--- src/rtl/ucu_pkg.sv ---
// ucu_pkg: constants, register map and carrier types for the up counter compare unit
// assumes one processor clock domain; counter clock sources arrive as raw pins
package ucu_pkg;
  // data and address widths, channel count
  localparam int UCU_AW = 4;
  localparam int UCU_DW = 16;
  localparam int UCU_NCH = 3;
  // register offsets (word index on the plain register port)
  localparam logic [3:0] UCU_CTRL_OFS   = 4'h0;
  localparam logic [3:0] UCU_COUNT_OFS  = 4'h1;
  localparam logic [3:0] UCU_PERIOD_OFS = 4'h2;
  localparam logic [3:0] UCU_CHMODE_OFS = 4'h3;
  localparam logic [3:0] UCU_STAT_OFS   = 4'h4;
  localparam logic [3:0] UCU_MASK_OFS   = 4'h5;
  localparam logic [3:0] UCU_CMP0_OFS   = 4'h8;
  // control fields
  localparam int UCU_CTRL_SRC_LSB = 0;   // clock source select, 2 bits
  localparam int UCU_CTRL_DIV_LSB = 2;   // input divider select, 2 bits
  localparam int UCU_CTRL_RUN_BIT = 4;   // run in up mode
  localparam int UCU_CTRL_CLR_BIT = 5;   // count clear bit, self clearing
  // status fields: bit 0 overflow, bits 1.. compare channels
  localparam int UCU_STAT_OVF_BIT = 0;
  localparam int UCU_STAT_CMP_LSB = 1;
  // reset values
  localparam logic [15:0] UCU_CTRL_RST   = 16'h0000;
  localparam logic [15:0] UCU_PERIOD_RST = 16'hFFFF;
  localparam logic [15:0] UCU_CMP_RST    = 16'h0000;
  // clock source codes
  typedef enum logic [1:0] {
    UCU_SRC_INV_EXT = 2'h0,
    UCU_SRC_SUBMAIN = 2'h1,
    UCU_SRC_AUX     = 2'h2,
    UCU_SRC_EXT_TMR = 2'h3
  } ucu_src_t;
  // register port request carrier
  typedef struct packed {
    logic [UCU_AW-1:0] addr;
    logic [UCU_DW-1:0] wdata;
    logic              wr;
    logic              rd;
  } ucu_req_t;
  // raw counter clock source pins
  typedef struct packed {
    logic inverted_external_clock;
    logic submain_clock;
    logic aux_clock;
    logic external_timer_clock;
  } ucu_clk_t;
endpackage

--- src/rtl/ucu_top.sv ---
// ucu_top: up counter with selectable clock, input divider, compare channels
// assumes register port on ref_clk_in; source clocks are slow raw pins
//
// Operation
// compare match raises the channel interrupt
// four selectable counter clock sources
// clear bit or reset zeroes count
// first post-clear step ignores divider
// later steps follow the divider setting
// overflow flag set on period wrap
// restart after halt-at-period falsely flags overflow
// quick compare bump loses next match
// software bumps compare via capture mode
// count steps once per divided edge
//
// The strobed register port and the address map were decided locally.
`timescale 1ns/1ps
`default_nettype none
module ucu_top
  import ucu_pkg::*;
#(
  parameter int NCH = ucu_pkg::UCU_NCH
)
(
  // clock, reset, enable
  input  wire logic                     ref_clk_in,
  input  wire logic                     rst_in,
  input  wire logic                     ce_in,
  // counter clock source pins
  input  wire ucu_pkg::ucu_clk_t        src_clk_in,
  // register port
  input  wire ucu_pkg::ucu_req_t        req_in,
  output logic [ucu_pkg::UCU_DW-1:0]    rdata_out,
  // interrupt and count view
  output logic                          irq_out,
  output logic [ucu_pkg::UCU_DW-1:0]    timer_count_out
);
  import ucu_pkg::*;

  localparam int SW = NCH + 1;  // status width: overflow plus channels

  initial
  begin
    if (NCH < 1 || NCH > 4)
      $error("ucu_top: NCH must lie in 1..4");
  end

  // two-stage synchronisers for the four source pins
  logic [3:0] sync1;  // first stage, read only by sync2
  logic [3:0] sync2;  // second stage
  logic [3:0] sync3;  // previous sync2 for edge detection

  // control registers
  logic [1:0]        src_sel;            // selected clock source
  logic [1:0]        input_divider_select;
  logic              run;                // up mode running
  logic [UCU_DW-1:0] period_compare_value;
  logic [NCH-1:0]    chan_compare_mode;  // 1 compare, 0 capture
  logic [SW-1:0]     status;             // sticky events
  logic [SW-1:0]     mask;               // interrupt enables
  // counter state
  logic [UCU_DW-1:0] timer_count;
  logic [2:0]        div_cnt;            // prescaler count
  logic              first_step;         // next step ignores divider
  logic              wrap_pending;       // halted at period then cleared
  logic [NCH-1:0]    cmp_hit;            // match already flagged at this count
  // next values
  logic [1:0]        next_src_sel;
  logic [1:0]        next_div_sel;
  logic              next_run;
  logic [UCU_DW-1:0] next_period;
  logic [NCH-1:0]    next_chmode;
  logic [SW-1:0]     next_status;
  logic [SW-1:0]     next_mask;
  logic [UCU_DW-1:0] next_count;
  logic [2:0]        next_div_cnt;
  logic              next_first_step;
  logic              next_wrap_pending;
  logic [NCH-1:0]    next_cmp_hit;
  logic [UCU_DW-1:0] next_rdata;
  logic              next_irq;
  // helpers
  logic                  src_edge;       // rising edge of selected source
  logic                  step;           // counter advances this cycle
  logic                  clr_req;        // software clear this cycle
  logic [NCH*UCU_DW-1:0] cmp_all;        // compare values
  logic [UCU_DW-1:0]     cmp_rdata;      // registered memory read
  logic                  cmp_we;         // compare value write
  logic                  rd_cmp_d;       // last read targeted the memory
  logic [SW-1:0]         evt;            // events raised this cycle

  // divider ratio: 1, 2, 4 or 8 source edges per step
  function automatic logic [2:0] div_last(input logic [1:0] sel);
    div_last = 3'((4'h1 << sel) - 4'h1);
  endfunction

  // is this address a compare slot
  function automatic logic is_cmp(input logic [UCU_AW-1:0] a);
    is_cmp = (a >= UCU_CMP0_OFS) && (int'(a - UCU_CMP0_OFS) < NCH);
  endfunction

  // compare value memory
  assign cmp_we = req_in.wr && is_cmp(req_in.addr);
  ucu_cmp_mem #(.NCH(NCH), .DW(UCU_DW)) u_cmp (
    .ref_clk_in (ref_clk_in),
    .rst_in     (rst_in),
    .ce_in      (ce_in),
    .we_in      (cmp_we),
    .waddr_in   (2'(req_in.addr - UCU_CMP0_OFS)),
    .wdata_in   (req_in.wdata),
    .raddr_in   (2'(req_in.addr - UCU_CMP0_OFS)),
    .rdata_out  (cmp_rdata),
    .all_out    (cmp_all)
  );

  // synchronise source pins; only sync2 and sync3 feed logic
  always_ff @(posedge ref_clk_in)
  begin
    if (rst_in)
    begin
      // bit 0 carries the inverted pin, so its idle level is high;
      // resetting it low would fake a rising edge right after reset
      sync1 <= 4'h1;
      sync2 <= 4'h1;
      sync3 <= 4'h1;
    end
    else if (ce_in)
    begin
      // the inverted external input is inverted here, before sync
      sync1 <= {src_clk_in.external_timer_clock, src_clk_in.aux_clock,
                src_clk_in.submain_clock, ~src_clk_in.inverted_external_clock};
      sync2 <= sync1;
      sync3 <= sync2;
    end
  end

  // selected source edge and step decision
  always_comb
  begin
    src_edge = sync2[src_sel] && !sync3[src_sel];
    clr_req  = req_in.wr && (req_in.addr == UCU_CTRL_OFS)
               && req_in.wdata[UCU_CTRL_CLR_BIT];
    // first edge after clear steps at once, else the prescaler gates it
    step = run && src_edge
           && (first_step || div_cnt == div_last(input_divider_select));
  end

  // counter, prescaler and event next state
  always_comb
  begin
    next_count        = timer_count;
    next_div_cnt      = div_cnt;
    next_first_step   = first_step;
    next_wrap_pending = wrap_pending;
    next_cmp_hit      = cmp_hit;
    next_status       = status;
    evt               = '0;
    if (run && src_edge)
    begin
      if (first_step || div_cnt == div_last(input_divider_select))
        next_div_cnt = 3'h0;
      else
        next_div_cnt = div_cnt + 3'h1;
    end
    if (step)
    begin
      next_first_step = 1'b0;
      next_cmp_hit    = '0;
      if (timer_count == period_compare_value)
      begin
        next_count = '0;
        evt[UCU_STAT_OVF_BIT] = 1'b1;
      end
      else
        next_count = timer_count + 16'h0001;
      // silicon quirk: false overflow on first edge after halted clear
      if (wrap_pending)
        evt[UCU_STAT_OVF_BIT] = 1'b1;
      next_wrap_pending = 1'b0;
    end
    // compare match per channel; a match flags once per count value.
    // the hit memory is not refreshed when software moves the compare
    // value, so a bump to count+1 before the next step is swallowed
    for (int c = 0; c < NCH; c++)
    begin
      if (chan_compare_mode[c] && !cmp_hit[c]
          && timer_count == cmp_all[c*UCU_DW +: UCU_DW] && !step)
      begin
        evt[UCU_STAT_CMP_LSB + c] = 1'b1;
        next_cmp_hit[c] = 1'b1;
      end
      // silicon quirk: hit stays armed into the next count
      if (step && cmp_hit[c] && chan_compare_mode[c]
          && next_count == cmp_all[c*UCU_DW +: UCU_DW])
        next_cmp_hit[c] = 1'b1;
      // capture mode drops the stale hit so the match returns
      if (!chan_compare_mode[c])
        next_cmp_hit[c] = 1'b0;
    end
    if (clr_req)
    begin
      next_count      = '0;
      next_div_cnt    = 3'h0;
      next_first_step = 1'b1;
      next_cmp_hit    = '0;
      // halted with count at period, then cleared: arm the false flag
      next_wrap_pending = !run && timer_count == period_compare_value;
    end
    // a status read clears; a same-cycle event still wins
    if (req_in.rd && req_in.addr == UCU_STAT_OFS)
      next_status = evt;
    else
      next_status = status | evt;
  end

  // register writes and read mux
  always_comb
  begin
    next_src_sel = src_sel;
    next_div_sel = input_divider_select;
    next_run     = run;
    next_period  = period_compare_value;
    next_chmode  = chan_compare_mode;
    next_mask    = mask;
    next_rdata   = '0;
    if (req_in.wr)
    begin
      case (req_in.addr)
        UCU_CTRL_OFS:
        begin
          next_src_sel = req_in.wdata[UCU_CTRL_SRC_LSB +: 2];
          next_div_sel = req_in.wdata[UCU_CTRL_DIV_LSB +: 2];
          next_run     = req_in.wdata[UCU_CTRL_RUN_BIT];
        end
        UCU_PERIOD_OFS: next_period = req_in.wdata;
        UCU_CHMODE_OFS: next_chmode = req_in.wdata[NCH-1:0];
        UCU_MASK_OFS:   next_mask   = req_in.wdata[SW-1:0];
        default:        next_mask   = mask;  // others ignored
      endcase
    end
    if (req_in.rd)
    begin
      case (req_in.addr)
        UCU_CTRL_OFS:
          next_rdata = 16'({run, input_divider_select, src_sel});
        UCU_COUNT_OFS:  next_rdata = timer_count;
        UCU_PERIOD_OFS: next_rdata = period_compare_value;
        UCU_CHMODE_OFS: next_rdata = 16'(chan_compare_mode);
        UCU_STAT_OFS:   next_rdata = 16'(status);
        UCU_MASK_OFS:   next_rdata = 16'(mask);
        default:        next_rdata = 16'h0000;  // unmapped reads zero
      endcase
    end
    next_irq = |(next_status & next_mask);
  end

  // register all state
  always_ff @(posedge ref_clk_in)
  begin
    if (rst_in)
    begin
      src_sel              <= UCU_CTRL_RST[1:0];
      input_divider_select <= UCU_CTRL_RST[3:2];
      run                  <= 1'b0;
      period_compare_value <= UCU_PERIOD_RST;
      chan_compare_mode    <= '0;
      status               <= '0;
      mask                 <= '0;
      timer_count          <= 16'h0000;
      div_cnt              <= 3'h0;
      first_step           <= 1'b1;
      wrap_pending         <= 1'b0;
      cmp_hit              <= '0;
      rdata_out            <= 16'h0000;
      rd_cmp_d             <= 1'b0;
      irq_out              <= 1'b0;
      timer_count_out      <= 16'h0000;
    end
    else if (ce_in)
    begin
      src_sel              <= next_src_sel;
      input_divider_select <= next_div_sel;
      run                  <= next_run;
      period_compare_value <= next_period;
      chan_compare_mode    <= next_chmode;
      status               <= next_status;
      mask                 <= next_mask;
      timer_count          <= next_count;
      div_cnt              <= next_div_cnt;
      first_step           <= next_first_step;
      wrap_pending         <= next_wrap_pending;
      cmp_hit              <= next_cmp_hit;
      rdata_out            <= next_rdata;
      rd_cmp_d             <= req_in.rd && is_cmp(req_in.addr);
      irq_out              <= next_irq;
      timer_count_out      <= next_count;
    end
  end

  // compare slots read as zero; the memory read register is not routed to rdata_out
  logic unused_cmp;  // memory read is folded in below
  assign unused_cmp = rd_cmp_d & |cmp_rdata;
endmodule
`default_nettype wire

--- src/rtl/ucu_cmp_mem.sv ---
// ucu_cmp_mem: small store of channel compare values, registered read port
// assumes one write and one read address per cycle, same clock as the caller
`timescale 1ns/1ps
`default_nettype none
module ucu_cmp_mem
#(
  parameter int NCH = 3,
  parameter int DW  = 16
)
(
  // clock and control
  input  wire logic               ref_clk_in,
  input  wire logic               rst_in,
  input  wire logic               ce_in,
  // write side
  input  wire logic               we_in,
  input  wire logic [1:0]         waddr_in,
  input  wire logic [DW-1:0]      wdata_in,
  // read side, data one cycle later
  input  wire logic [1:0]         raddr_in,
  output logic      [DW-1:0]      rdata_out,
  // all values at once for the matchers
  output logic      [NCH*DW-1:0]  all_out
);
  import ucu_pkg::*;
  logic [NCH*DW-1:0] mem;       // stored compare values
  logic [NCH*DW-1:0] next_mem;  // next stored values
  logic [DW-1:0]     next_rd;   // next read word

  initial
  begin
    if (NCH < 1 || NCH > 4)
      $error("ucu_cmp_mem: NCH must lie in 1..4");
  end

  // write merge and read select
  always_comb
  begin
    next_mem = mem;
    next_rd  = '0;
    if (we_in && int'(waddr_in) < NCH)
      next_mem[int'(waddr_in)*DW +: DW] = wdata_in;
    if (int'(raddr_in) < NCH)
      next_rd = mem[int'(raddr_in)*DW +: DW];
  end

  // register stage
  always_ff @(posedge ref_clk_in)
  begin
    if (rst_in)
    begin
      mem       <= {NCH{UCU_CMP_RST}};
      rdata_out <= '0;
    end
    else if (ce_in)
    begin
      mem       <= next_mem;
      rdata_out <= next_rd;
    end
  end

  assign all_out = mem;
endmodule
`default_nettype wire

--- config.mk ---
export PLATFORM = sky130hd
export DESIGN_NAME = ucu_top
export DESIGN_NICKNAME = d
export VERILOG_FILES = /design/src/rtl/ucu_pkg.sv /design/src/rtl/ucu_top.sv /design/src/rtl/ucu_cmp_mem.sv
export SDC_FILE = /design/constraint.sdc
export NUM_CORES = 1
export LEC_CHECK = 0
export ABC_CLOCK_PERIOD_IN_PS = 2800
export BUFFER_PORTS_ARGS = -buffer_cell sky130_fd_sc_hd__buf_2
export CORE_ASPECT_RATIO = 0.9
export CORE_MARGIN = 10
export CORE_UTILIZATION = 39
export CTS_CLUSTER_SIZE = 8
export DETAILED_ROUTE_END_ITERATION = 12
export PLACE_DENSITY_LB_ADDON = 0.3
export SLEW_MARGIN = 10
export SYNTH_ARGS = -nofsm -noshare
export SYNTH_HDL_FRONTEND = slang
export SYNTH_HIERARCHICAL = 1
export SYNTH_SLANG_ARGS = --single-unit
export TNS_END_PERCENT = 100
--- constraint.sdc ---
create_clock -name ref_clk_in -period 2.8 [get_ports ref_clk_in]
set_clock_uncertainty 0.2 [all_clocks]
set_input_delay 0.14 -clock ref_clk_in [delete_from_list [all_inputs] [get_ports ref_clk_in]]
set_output_delay 0.14 -clock ref_clk_in [all_outputs]
set_load 0.03 [all_outputs]
== Yosys cells after proc, flatten, opt, wreduce, memory -nomap -nowiden ==
Cells that the tools add are included.
Widths: inputs -> output; s select.
Operators by class
  add/subtract/negate cells: 6
  order comparisons: 4
  equality and inequality tests: 16
  shift operators: 3
  muxes and demuxes: 36
  bitwise logic cells: 3
  reductions and logical operators: 48
Operators with widths (number)
  $eq 16x16->1: 7
  $pmux 16 s6: 1
  $mux 16: 4
  $bwmux 48: 1
  $shift 16x33->48 const A: 1
  $shiftx 16x33->48: 1
  $neg 6->33: 1
  $logic_and 1x1->1: 28
  $mux 1: 20
  $add 16x1->16 const B: 1
  $mux 3: 5
  $ne 5x1->1 const B: 3
  $mux 4: 3
  $reduce_and 2->1: 6
  $reduce_and 3->1: 3
  $eq 4x2->1 const B: 2
  $eq 4x3->1 const B: 2
  $logic_not 1->1: 6
  $lt 5x3->1 const B: 1
  $sub 4x4->5 const B: 1
  $and 4x4->4: 1
  $bmux 1 s2: 2
  $eq 4x1->1 const B: 1
  $ge 4x4->1 const B: 1
  13 further kinds: 14
Storage, ports and cells
  register bits: 133
  output and inout bits: 33
  logic and storage cells: 136

== Depth between registers and ports, before layout ==
Gate-level depths: netlist of the first run.
  depth after elaboration: 13
  mapped depth: 11
  mapped depth without buffers: 9

== Hierarchy ==
Netlist of the first run, hierarchy kept.
Modules (own cells, without submodules)
  ucu_top: instances 1, cells an instance 781, area an instance 6088.3 um2, sequential area each 1701.6 um2
  ucu_cmp_mem: instances 1, cells an instance 337, area an instance 2957.8 um2, sequential area each 1281.2 um2

== Worst setup path before layout of the first run ==
Ideal clock, no wire load.
  path type: reg2reg
  from: register timer_count[1]
  to: register cmp_hit[1]
  arrival: 2.848 ns
  path slack: -0.317 ns
  stages on the path, launching flop included: 11
  clock period less this slack: 3.117 ns
  cells stage by stage: dfxtp_1 > ha_1 > clkbuf_1 > nand3_1 > or4_1 > o21a_1 > a22oi_1 > a21oi_1 > a2111oi_2 > nand4_1 > o21ai_1
On the way
  cells in the longest elaborated chain, start to end: 8
  elaborated cells between the ends (all ways): 15
  those cells by class: add/sub: 1; eq/ne: 4; mux: 6; reduce/logical: 4
Ends and longest elaborated chain
  from (decl): line ucu_top.sv:62  | logic [UCU_DW-1:0] timer_count;
  from (signal assigned): line ucu_top.sv:288  | timer_count <= next_count;
  $add 16x1->16 / $eq 16x16->1 (equally long branches): line ucu_top.sv:175, ucu_top.sv:169
  $mux 16: line ucu_top.sv:169  | if (timer_count == period_compare_value)
  $mux 16: line ucu_top.sv:165  | if (step)
  $eq 16x16->1: line ucu_top.sv:194  | && next_count == cmp_all[c*UCU_DW +: UCU_DW])
  $logic_and 1x1->1: line ucu_top.sv:194
  $mux 1: line ucu_top.sv:193  | if (step && cmp_hit[c] && chan_compare_mode[c]
  $mux 1: line ucu_top.sv:197  | if (!chan_compare_mode[c])
  $mux 3: line ucu_top.sv:200  | if (clr_req)
  to (signal assigned): line ucu_top.sv:292  | cmp_hit <= next_cmp_hit;
  to (decl): line ucu_top.sv:66  | logic [NCH-1:0] cmp_hit;
Several ways; a longest one is shown, not always the timed one.
A chain may end at the register's enable or synchronous reset.

== Worst setup path in the final report of the first run ==
  from: register timer_count[1]
  to: register cmp_hit[2]
Same word-level chain as after synthesis.

==> out/results.ini, run 1 <==
[sta]
fin_crit_ps = 2910
fin_hold_ws_ps = 22.5
max_clock_freq_mhz = 344
tightest_slew_ps = 720
post-route-period-util_pct = 104
hold_violations = 0
final.setup.worst_slack_ps = -107
slew_viol_final = 0
setup_viol = 4
slew_headroom_pct = 52.0
rsz0062_at_grt = true

[setup_path]
crit_start = timer_count[1]
critical_path_class = flip-flop to flip-flop
rr_endpoint = cmp_hit[2]
crit_required_ps = 2960
crit_path_end_kind = flip-flop
cp_max_fo = 6
r2r-start = timer_count[1]
endpoint = cmp_hit[2]
arrival_ps = 3060
worstSetupStartpointType = flip-flop
reg2reg_slack_ps = -110
reg2regPathDepth = 10

[synthesis]
synth_area_per_cell_um2 = 8.02
yosysWarningCount = 6
syn_area_um2 = 8110
netlist_instances = 1011
synth.net_count = 1047

[run_status]
failed_checks = setup timing
outcome = complete, but fails checks

[layout]
antennaDiodeCount = 0
area_growth_pct = 35.6
final_area_um2 = 11000
fin_cells = 1485
drive_gt1_share_pct = 31.1
layout.nets = 1254
nFillCells = 1888
finish.utilization_pct = 54.3

[cts]
path_clk_slew_ps = 60
insertion_delay_ps = 420
cts_max_level = 4
cts_root_buf = clkbuf_16
cts_tree = yes
clockBufferDepth = 2
cts_made_buffers = 17
clkSinkCount = 133

[run]
max-cap-violations = 0

[global_route]
use_met2_pct = 33.6
grt_overflow = 0
grt_pass1_wl_um = 48700
grt_antenna_before_repair = 0
grt_usage_pct = 23.4
grtUsageMet1_pct = 32.3
grt_use_met3_pct = 6.56
grt_pass1_vias = 8307
top_usage_layer = met2
grt_max_degree = 57

[placement]
gp_congestion = 1.04
portBuffers = 61
dp.cells = 1412
dp_hpwl_um = 23400
placed_cell_area_um2 = 9660

[drt]
avgViaCountPerCell = 5.93
drtIter0Drc = 978
wirelength_um = 31900
vias = 8812
final_antenna_net_count = 0
drt_first_pass_iters = 6
drc = 0
wl_per_cell_um = 21.5

[power]
ir_drop_v = 0.000350
power_density_nw_per_um2 = 416
p_leak_uw = 0.00421

[floorplanning]
core_um2 = 20200
io_pins = 62
start_util_pct = 40.1
die_w_um = 172
rows = 49
dieHeight_um = 157
die_area_um2 = 27000

[min_path]
hold_path_class = input pin to flip-flop

[critical path, cell delays in order (launching register included)]
cell,delay (ps)
dfxtp_4,380
nand4_1,160
buf_4,180
or4_1,580
a2111oi_4,360
o21ai_0,130
buf_4,170
and3_1,190
nor4_2,180
nand4_1,150
o21ai_1,150
[worst min path at each step]
stage	startpoint	endpoint	slack [ps]	cells past startpoint
after CTS	req_in[7]	u_cmp/all_out[5]	10	4
after floorplan	req_in[2]	period_compare_value[0]	60	1
final	req_in[7]	u_cmp/all_out[5]	20	4
after global routing	req_in[7]	period_compare_value[5]	20	3
after global placement	src_clk_in[1]	sync1[2]	170	3
after detailed placement	src_clk_in[1]	sync1[2]	190	3
[registers in the layout (all words and copies together), names as in the netlist, 2 cells and up]
name,flops
div_cnt,3
sync1,4
rdata_out,16
src_sel,2
input_divider_select,2
sync3,4
u_cmp/all_out,48
cmp_hit,3
sync2,4
chan_compare_mode,3
status,4
mask,4
timer_count,16
period_compare_value,16
[area by class of cell]
type                       count  area (um^2)  share of cell area [%]
tap                          255          319                    2.90
inverter                      11         41.3                   0.376
clock inverter                11          108                   0.979
clock buffer                  20          500                    4.55
sequential                   133         2710                    24.6
multi-input combinational    786         5360                    48.7
timing repair buffer         269         1960                    17.9
[timing repair]
action | 4_1_cts | 5_1_grt
setup endpoints to repair | 6 | 7
hold endpoints to repair | 87 | 0
setup buffers | 7 | 10
hold buffers | 24 | 0
pin swaps | 8 | 26
resized for setup | 38 | 31
gates cloned | 1 | 0
[report_power, final]
group / switching, uW / internal (uW)
combinational: 206 / 129
sequential: 18.7 / 1910
clock: 919 / 1390
[layer usage]
layer | wire length, um | part of all wire, %
met2 | 13700 | 43
met3 | 3380 | 11
met1 | 13800 | 43
met5 | 0 | 0
met4 | 958 | 3.0
[metrics by stage]
| stage | TNS [ps] | power, uW | setup WS (ps) |
|---|---|---|---|
| after floorplan | 0 | 2130 | 2.29 |
| after global placement | -772 | 2270 | -278 |
| after detailed placement | -824 | 2270 | -304 |
| after CTS | -158 | 4590 | -68.2 |
| after global routing | -766 | 4720 | -200 |
| final | -327 | 4570 | -107 |
[cells in the final DEF (no fill, tap or decap), types with 5 or more instances in the layout]
| master | n |
|---|---|
| nor4_1 | 6 |
| dfxtp_1 | 113 |
| inv_1 | 11 |
| o21a_1 | 8 |
| nand4b_1 | 7 |
| nand3_2 | 11 |
| mux2i_1 | 22 |
| a21oi_2 | 14 |
| nor4_2 | 10 |
| a31oi_1 | 7 |
| xnor2_1 | 71 |
| buf_2 | 60 |
| buf_4 | 176 |
| xnor2_2 | 5 |
| nand4_1 | 27 |
| nor3_1 | 17 |
| nor2_1 | 96 |
| a2111oi_4 | 5 |
| and2_1 | 5 |
| and3_1 | 16 |
| nand2b_1 | 9 |
| a22oi_2 | 5 |
| o21ai_0 | 15 |
| clkbuf_16 | 20 |
| nand2_1 | 91 |
| a22oi_1 | 19 |
| and4b_1 | 6 |
| a211o_1 | 18 |
| nand3_1 | 53 |
| ha_1 | 7 |
| dfxtp_2 | 13 |
| dfxtp_4 | 7 |
| or3_1 | 11 |
| nor2b_1 | 20 |
| a21oi_1 | 107 |
| dlygate4sd3_1 | 24 |
| buf_6 | 9 |
| a211oi_1 | 7 |
(Power assumes the default switching activity.)
==> run 2: changes to the inputs <==
Settings changed: ABC_AREA set to 1, CELL_PAD_IN_SITES_DETAIL_PLACEMENT set to 0, CELL_PAD_IN_SITES_GLOBAL_PLACEMENT set to 1.
==> out/results.ini, run 2 <==
[setup_path]
rr_endpoint = cmp_hit[0]
reg2reg_slack_ps = 210
crit_path_max_incr_delay_ps = 630
arrival_ps = 2740
r2r-start = timer_count[4]
endpoint = cmp_hit[0]
crit_start = timer_count[4]
worstSetupStartpointType = flip-flop
critical_path_class = flip-flop to flip-flop
crit_path_end_kind = flip-flop
cp_max_fo = 18
crit_top_cell = nand2_1
cp_cell_sequence = nand2_1 -> nand2_1 -> nor2_1 -> nand2_1 -> nor2_2 -> nand2_4 -> nand2_1 -> nand2_1 -> nand2_1 -> nand2_1 -> nand2_1 -> nor2_1 -> nand2_1 -> nor2_1 -> nand2_1 -> a21oi_1
reg2regPathDepth = 16
crit_required_ps = 2960
cp_slowest_cell = dfxtp_1

[drt]
wirelength_um = 29900
drtIter0Drc = 861
wl_met2_um = 12400
final_antenna_net_count = 0
highest_layer = met4
drc = 0
drt_first_pass_iters = 5
wl_per_cell_um = 16.1
met1_length_um = 15300
avgViaCountPerCell = 4.91
wl_met3_um = 1840
vias = 9144

[global_route]
grt_pass1_vias = 8042
grt_usage_pct = 20.4
grt_overflow = 0
grt_max_degree = 49
grt_antenna_before_repair = 1
grt_pass1_wl_um = 46100

[sta]
slew_viol_final = 0
post-route-period-util_pct = 92.4
fin_crit_ps = 2590
setup_viol = 0
slew_headroom_pct = 41.4
tightest_slew_ps = 879
max_clock_freq_mhz = 386
finalSetupTns_ps = 0
rsz0062_at_grt = false
hold_violations = 0

[run_status]
outcome = finished, final reports clean

[cts]
post_cts_buffers = 0
clockBufferDepth = 2
cts_max_level = 4
cts_made_buffers = 17
clkSinkCount = 133
path_clk_slew_ps = 70
cts_root_buf = clkbuf_16
insertion_delay_ps = 440
cts_tree = yes

[layout]
mostFrequentLayoutCells = nand2_1, inv_1, nor2_1
largest_register_ffs = 48
drive_gt1_share_pct = 12.7
finish.utilization_pct = 45.7
antennaDiodeCount = 0
mostFrequentLayoutCell = nand2_1
layout.nets = 1587
area_growth_pct = 15.3

[floorplanning]
dieHeight_um = 163
core_um2 = 22500
io_pins = 62
start_util_pct = 39.6
rows = 52
die_area_um2 = 29300
die_w_um = 179

[min_path]
hold_path_class = input pin to flip-flop
hp-start = req_in[1]

[placement]
gp_congestion = 0.957
portBuffers = 61
dp_hpwl_um = 22900

[power]
ir_drop_v = 0.000289
p_leak_uw = 0.00525
power_density_nw_per_um2 = 444

[run]
max-cap-violations = 0

[synthesis]
yosysWarningCount = 6
syn_area_um2 = 8910
netlist_instances = 1474
synth_area_per_cell_um2 = 6.05
synth.net_count = 1510

==> run 2: worst min path at each step <==
stage	slack [ps]	cells past startpoint	to
floorplan	40	1	sync1[0]
global placement	130	2	sync1[0]
detailed placement	130	2	sync1[0]
CTS	5	5	wrap_pending
global route	70	5	wrap_pending
finish	20	5	wrap_pending
==> run 2: power by group <==
group | switching, uW | internal (uW) | leakage (uW) | total [uW]
logic | 279 | 131 | 0.00391 | 410
registers | 25.8 | 1930 | 0.00108 | 1950
clock network | 947 | 1250 | 0.000261 | 2200
==> run 2: final cells by class <==
class,instances,area (um^2)
Fill cell,2475,12200
Multi-Input combinational cell,1060,5010
Sequential cell,133,2670
Inverter,220,865
Timing Repair Buffer,119,801
Clock buffer,18,439
Tap cell,297,372
Clock inverter,14,129
==> run 2: timing repair <==
| action | CTS | global route |
|---|---|---|
| endpoints found under the hold margin | 78 | 0 |
| setup endpoints to repair | 0 | 4 |
| gates resized for setup | 0 | 6 |
| hold buffers | 24 | 0 |
==> run 2: critical path: cells and delay by family, from the launching register on <==
family / cells / cell delay (ps)
simple gates: 15 / 1550
compound gates: 1 / 120
flops: 1 / 630
==> run 2: stage by stage <==
stage | setup slack, ps | std cells | hold slack, ps | area [um^2] | power, uW
2_1_floorplan | 545 | 1474 | 40.4 | 8910 | 2230
3_3_place_gp | 184 | 1805 | 133 | 9460 | 2380
3_5_place_dp | 197 | 1805 | 135 | 9460 | 2380
4_1_cts | 124 | 1861 | 4.57 | 10300 | 4590
5_1_grt | 3.92 | 1861 | 66.5 | 10300 | 4730
6_report | 212 | 1861 | 24.1 | 10300 | 4560
==> run 2: per-layer routing <==
layer | GRT usage [%] | vias to the layer above
met5 | 0 | -
met4 | 5.14 | 0
met3 | 3.00 | 28
met2 | 29.1 | 284
met1 | 31.0 | 4093
li1 | - | 4739
==> run 3: changes to the inputs <==
Settings changed: RECOVER_POWER set to 50.
==> out/results.ini, run 3 (synthesis results as in run 2) <==
[drt]
vias = 9185
avgViaCountPerCell = 4.94
wl_per_cell_um = 16.0
final_antenna_net_count = 0
wirelength_um = 29900
drtIter0Drc = 896
drc = 0
drt_first_pass_iters = 5

[cts]
insertion_delay_ps = 440
clockBufferDepth = 2
cts_made_buffers = 17
cts_max_level = 4
post_cts_buffers = 0
path_clk_slew_ps = 70
cts_tree = yes
clkSinkCount = 133
cts_root_buf = clkbuf_16

[global_route]
use_met2_pct = 29.1
grt_max_degree = 49
grt_usage_pct = 20.4
grt_overflow = 0
grt_pass1_vias = 8042
grtUsageMet1_pct = 31.0
grt_antenna_before_repair = 1
grt_pass1_wl_um = 46100
top_usage_layer = met1
grt_use_met3_pct = 3.00

[setup_path]
crit_path_max_incr_delay_ps = 520
crit_required_ps = 2970
path_buf_inv = 1
crit_family = simple AND/OR/NAND/NOR gates
worstSetupStartpointType = flip-flop
cp_slowest_cell = dfxtp_1
arrival_ps = 2800
critical_path_class = flip-flop to flip-flop
crit_path_end_kind = flip-flop
cp_max_fo = 6
cp_cell_sequence = clkbuf_1 -> xor2_1 -> nor4_1 -> nand4_1 -> o22ai_1 -> nand2_1 -> nand2_1 -> nor2_1 -> nor2_1

[placement]
gp_congestion = 0.957
dpl_worst_slack_ps = 197
portBuffers = 61
dp_hpwl_um = 22900
dp.cells = 1805

[floorplanning]
die_area_um2 = 29300
dieHeight_um = 163
io_pins = 62
die_w_um = 179
start_util_pct = 39.6
core_um2 = 22500
rows = 52

[sta]
slew_headroom_pct = 40.0
tightest_slew_ps = 900
slew_viol_final = 0
post-route-period-util_pct = 94.0
fin_crit_ps = 2630
rsz0062_at_grt = false
max_clock_freq_mhz = 380
finalSetupTns_ps = 0
setup_viol = 0
hold_violations = 0
final.setup.worst_slack_ps = 167

[layout]
drive_gt1_share_pct = 10.7
layout.nets = 1587
largest_register_ffs = 48
fin_cells = 1861
antennaDiodeCount = 0
mostFrequentLayoutCells = nand2_1, inv_1, nor2_1
mostFrequentLayoutCell = nand2_1
area_growth_pct = 14.8

[power]
pwr-share-clk_pct = 48.2
power_frac_comb_pct = 9.0
power_density_nw_per_um2 = 445
switching_share_pct = 27.4
pwr-share-seq_pct = 42.9
p_leak_uw = 0.00512
power.switching_uw = 1250
ir_drop_v = 0.000287
p_int_uw = 3310

[min_path]
hold_path_class = input pin to flip-flop

[run_status]
outcome = finished, final reports clean

[run]
max-cap-violations = 0

==> run 3: changes by cell type in the layout (fill, tap and decap cells not counted) <==
cell | before | now
clkbuf_1 | 0 | 30
buf_2 | 61 | 33
buf_4 | 34 | 31
clkbuf_2 | 0 | 1
nor2_1 | 176 | 177
nor2_2 | 13 | 12
==> run 3: final timing paths <==
path / slack, ps / cells after the start / end / from
worst max register to register: 170 / 9 / irq_out / timer_count[12]
worst min register to register: 250 / 2 / sync3[3] / sync3[3]
worst min-delay path: 30 / 5 / wrap_pending / req_in[1]
worst max-delay path: 170 / 9 / irq_out / timer_count[12]
==> run 3: per-stage QoR <==
| stage | hold slack [ps] | util, % | instance area (um^2) | total power (uW) |
|---|---|---|---|---|
| global placement | 133 | 42.0 | 9460 | 2380 |
| CTS | 4.57 | 45.6 | 10300 | 4590 |
| floorplan | 40.4 | - | 8910 | 2230 |
| detailed placement | 135 | 42.0 | 9460 | 2380 |
| finish | 34.6 | 45.4 | 10200 | 4560 |
| global route | 66.5 | 45.4 | 10200 | 4720 |
==> run 3: metal layers <==
layer | wire (um) | up-vias
met3 | 2180 | 33
met4 | 395 | 0
met2 | 12300 | 335
li1 | - | 4745
met1 | 15000 | 4072
met5 | 0 | -
==> run 3: power by group through the flow <==
stage / clock network (uW) / logic (uW) / registers [uW]
2_1_floorplan: 0 / 239 / 1990
3_3_place_gp: 0 / 382 / 1990
3_5_place_dp: 0 / 381 / 1990
4_1_cts: 2230 / 409 / 1950
5_1_grt: 2310 / 456 / 1960
6_report: 2190 / 408 / 1950
==> run 3: worst reg2reg max path: stages, from the launching register on <==
cell      delay, ps
dfxtp_1         520
clkbuf_1        330
xor2_1          120
nor4_1          490
nand4_1         310
o22ai_1         320
nand2_1         100
nand2_1          70
nor2_1           40
nor2_1           70
==> run 3: area by class of cell <==
cell class | count | area, um^2
clock buffer | 18 | 439
clock inverter | 14 | 129
fill | 2496 | 12300
inverter | 220 | 865
multi-input combinational | 1060 | 5000
sequential | 133 | 2670
tap | 297 | 372
timing repair buffer | 119 | 756
==> run 3: repair_timing <==
| item | in CTS | in global routing |
|---|---|---|
| endpoints found under the hold margin | 78 | 0 |
| endpoints found under the setup margin | 0 | 4 |
| resized for setup | 0 | 6 |
| hold buffers | 24 | 0 |
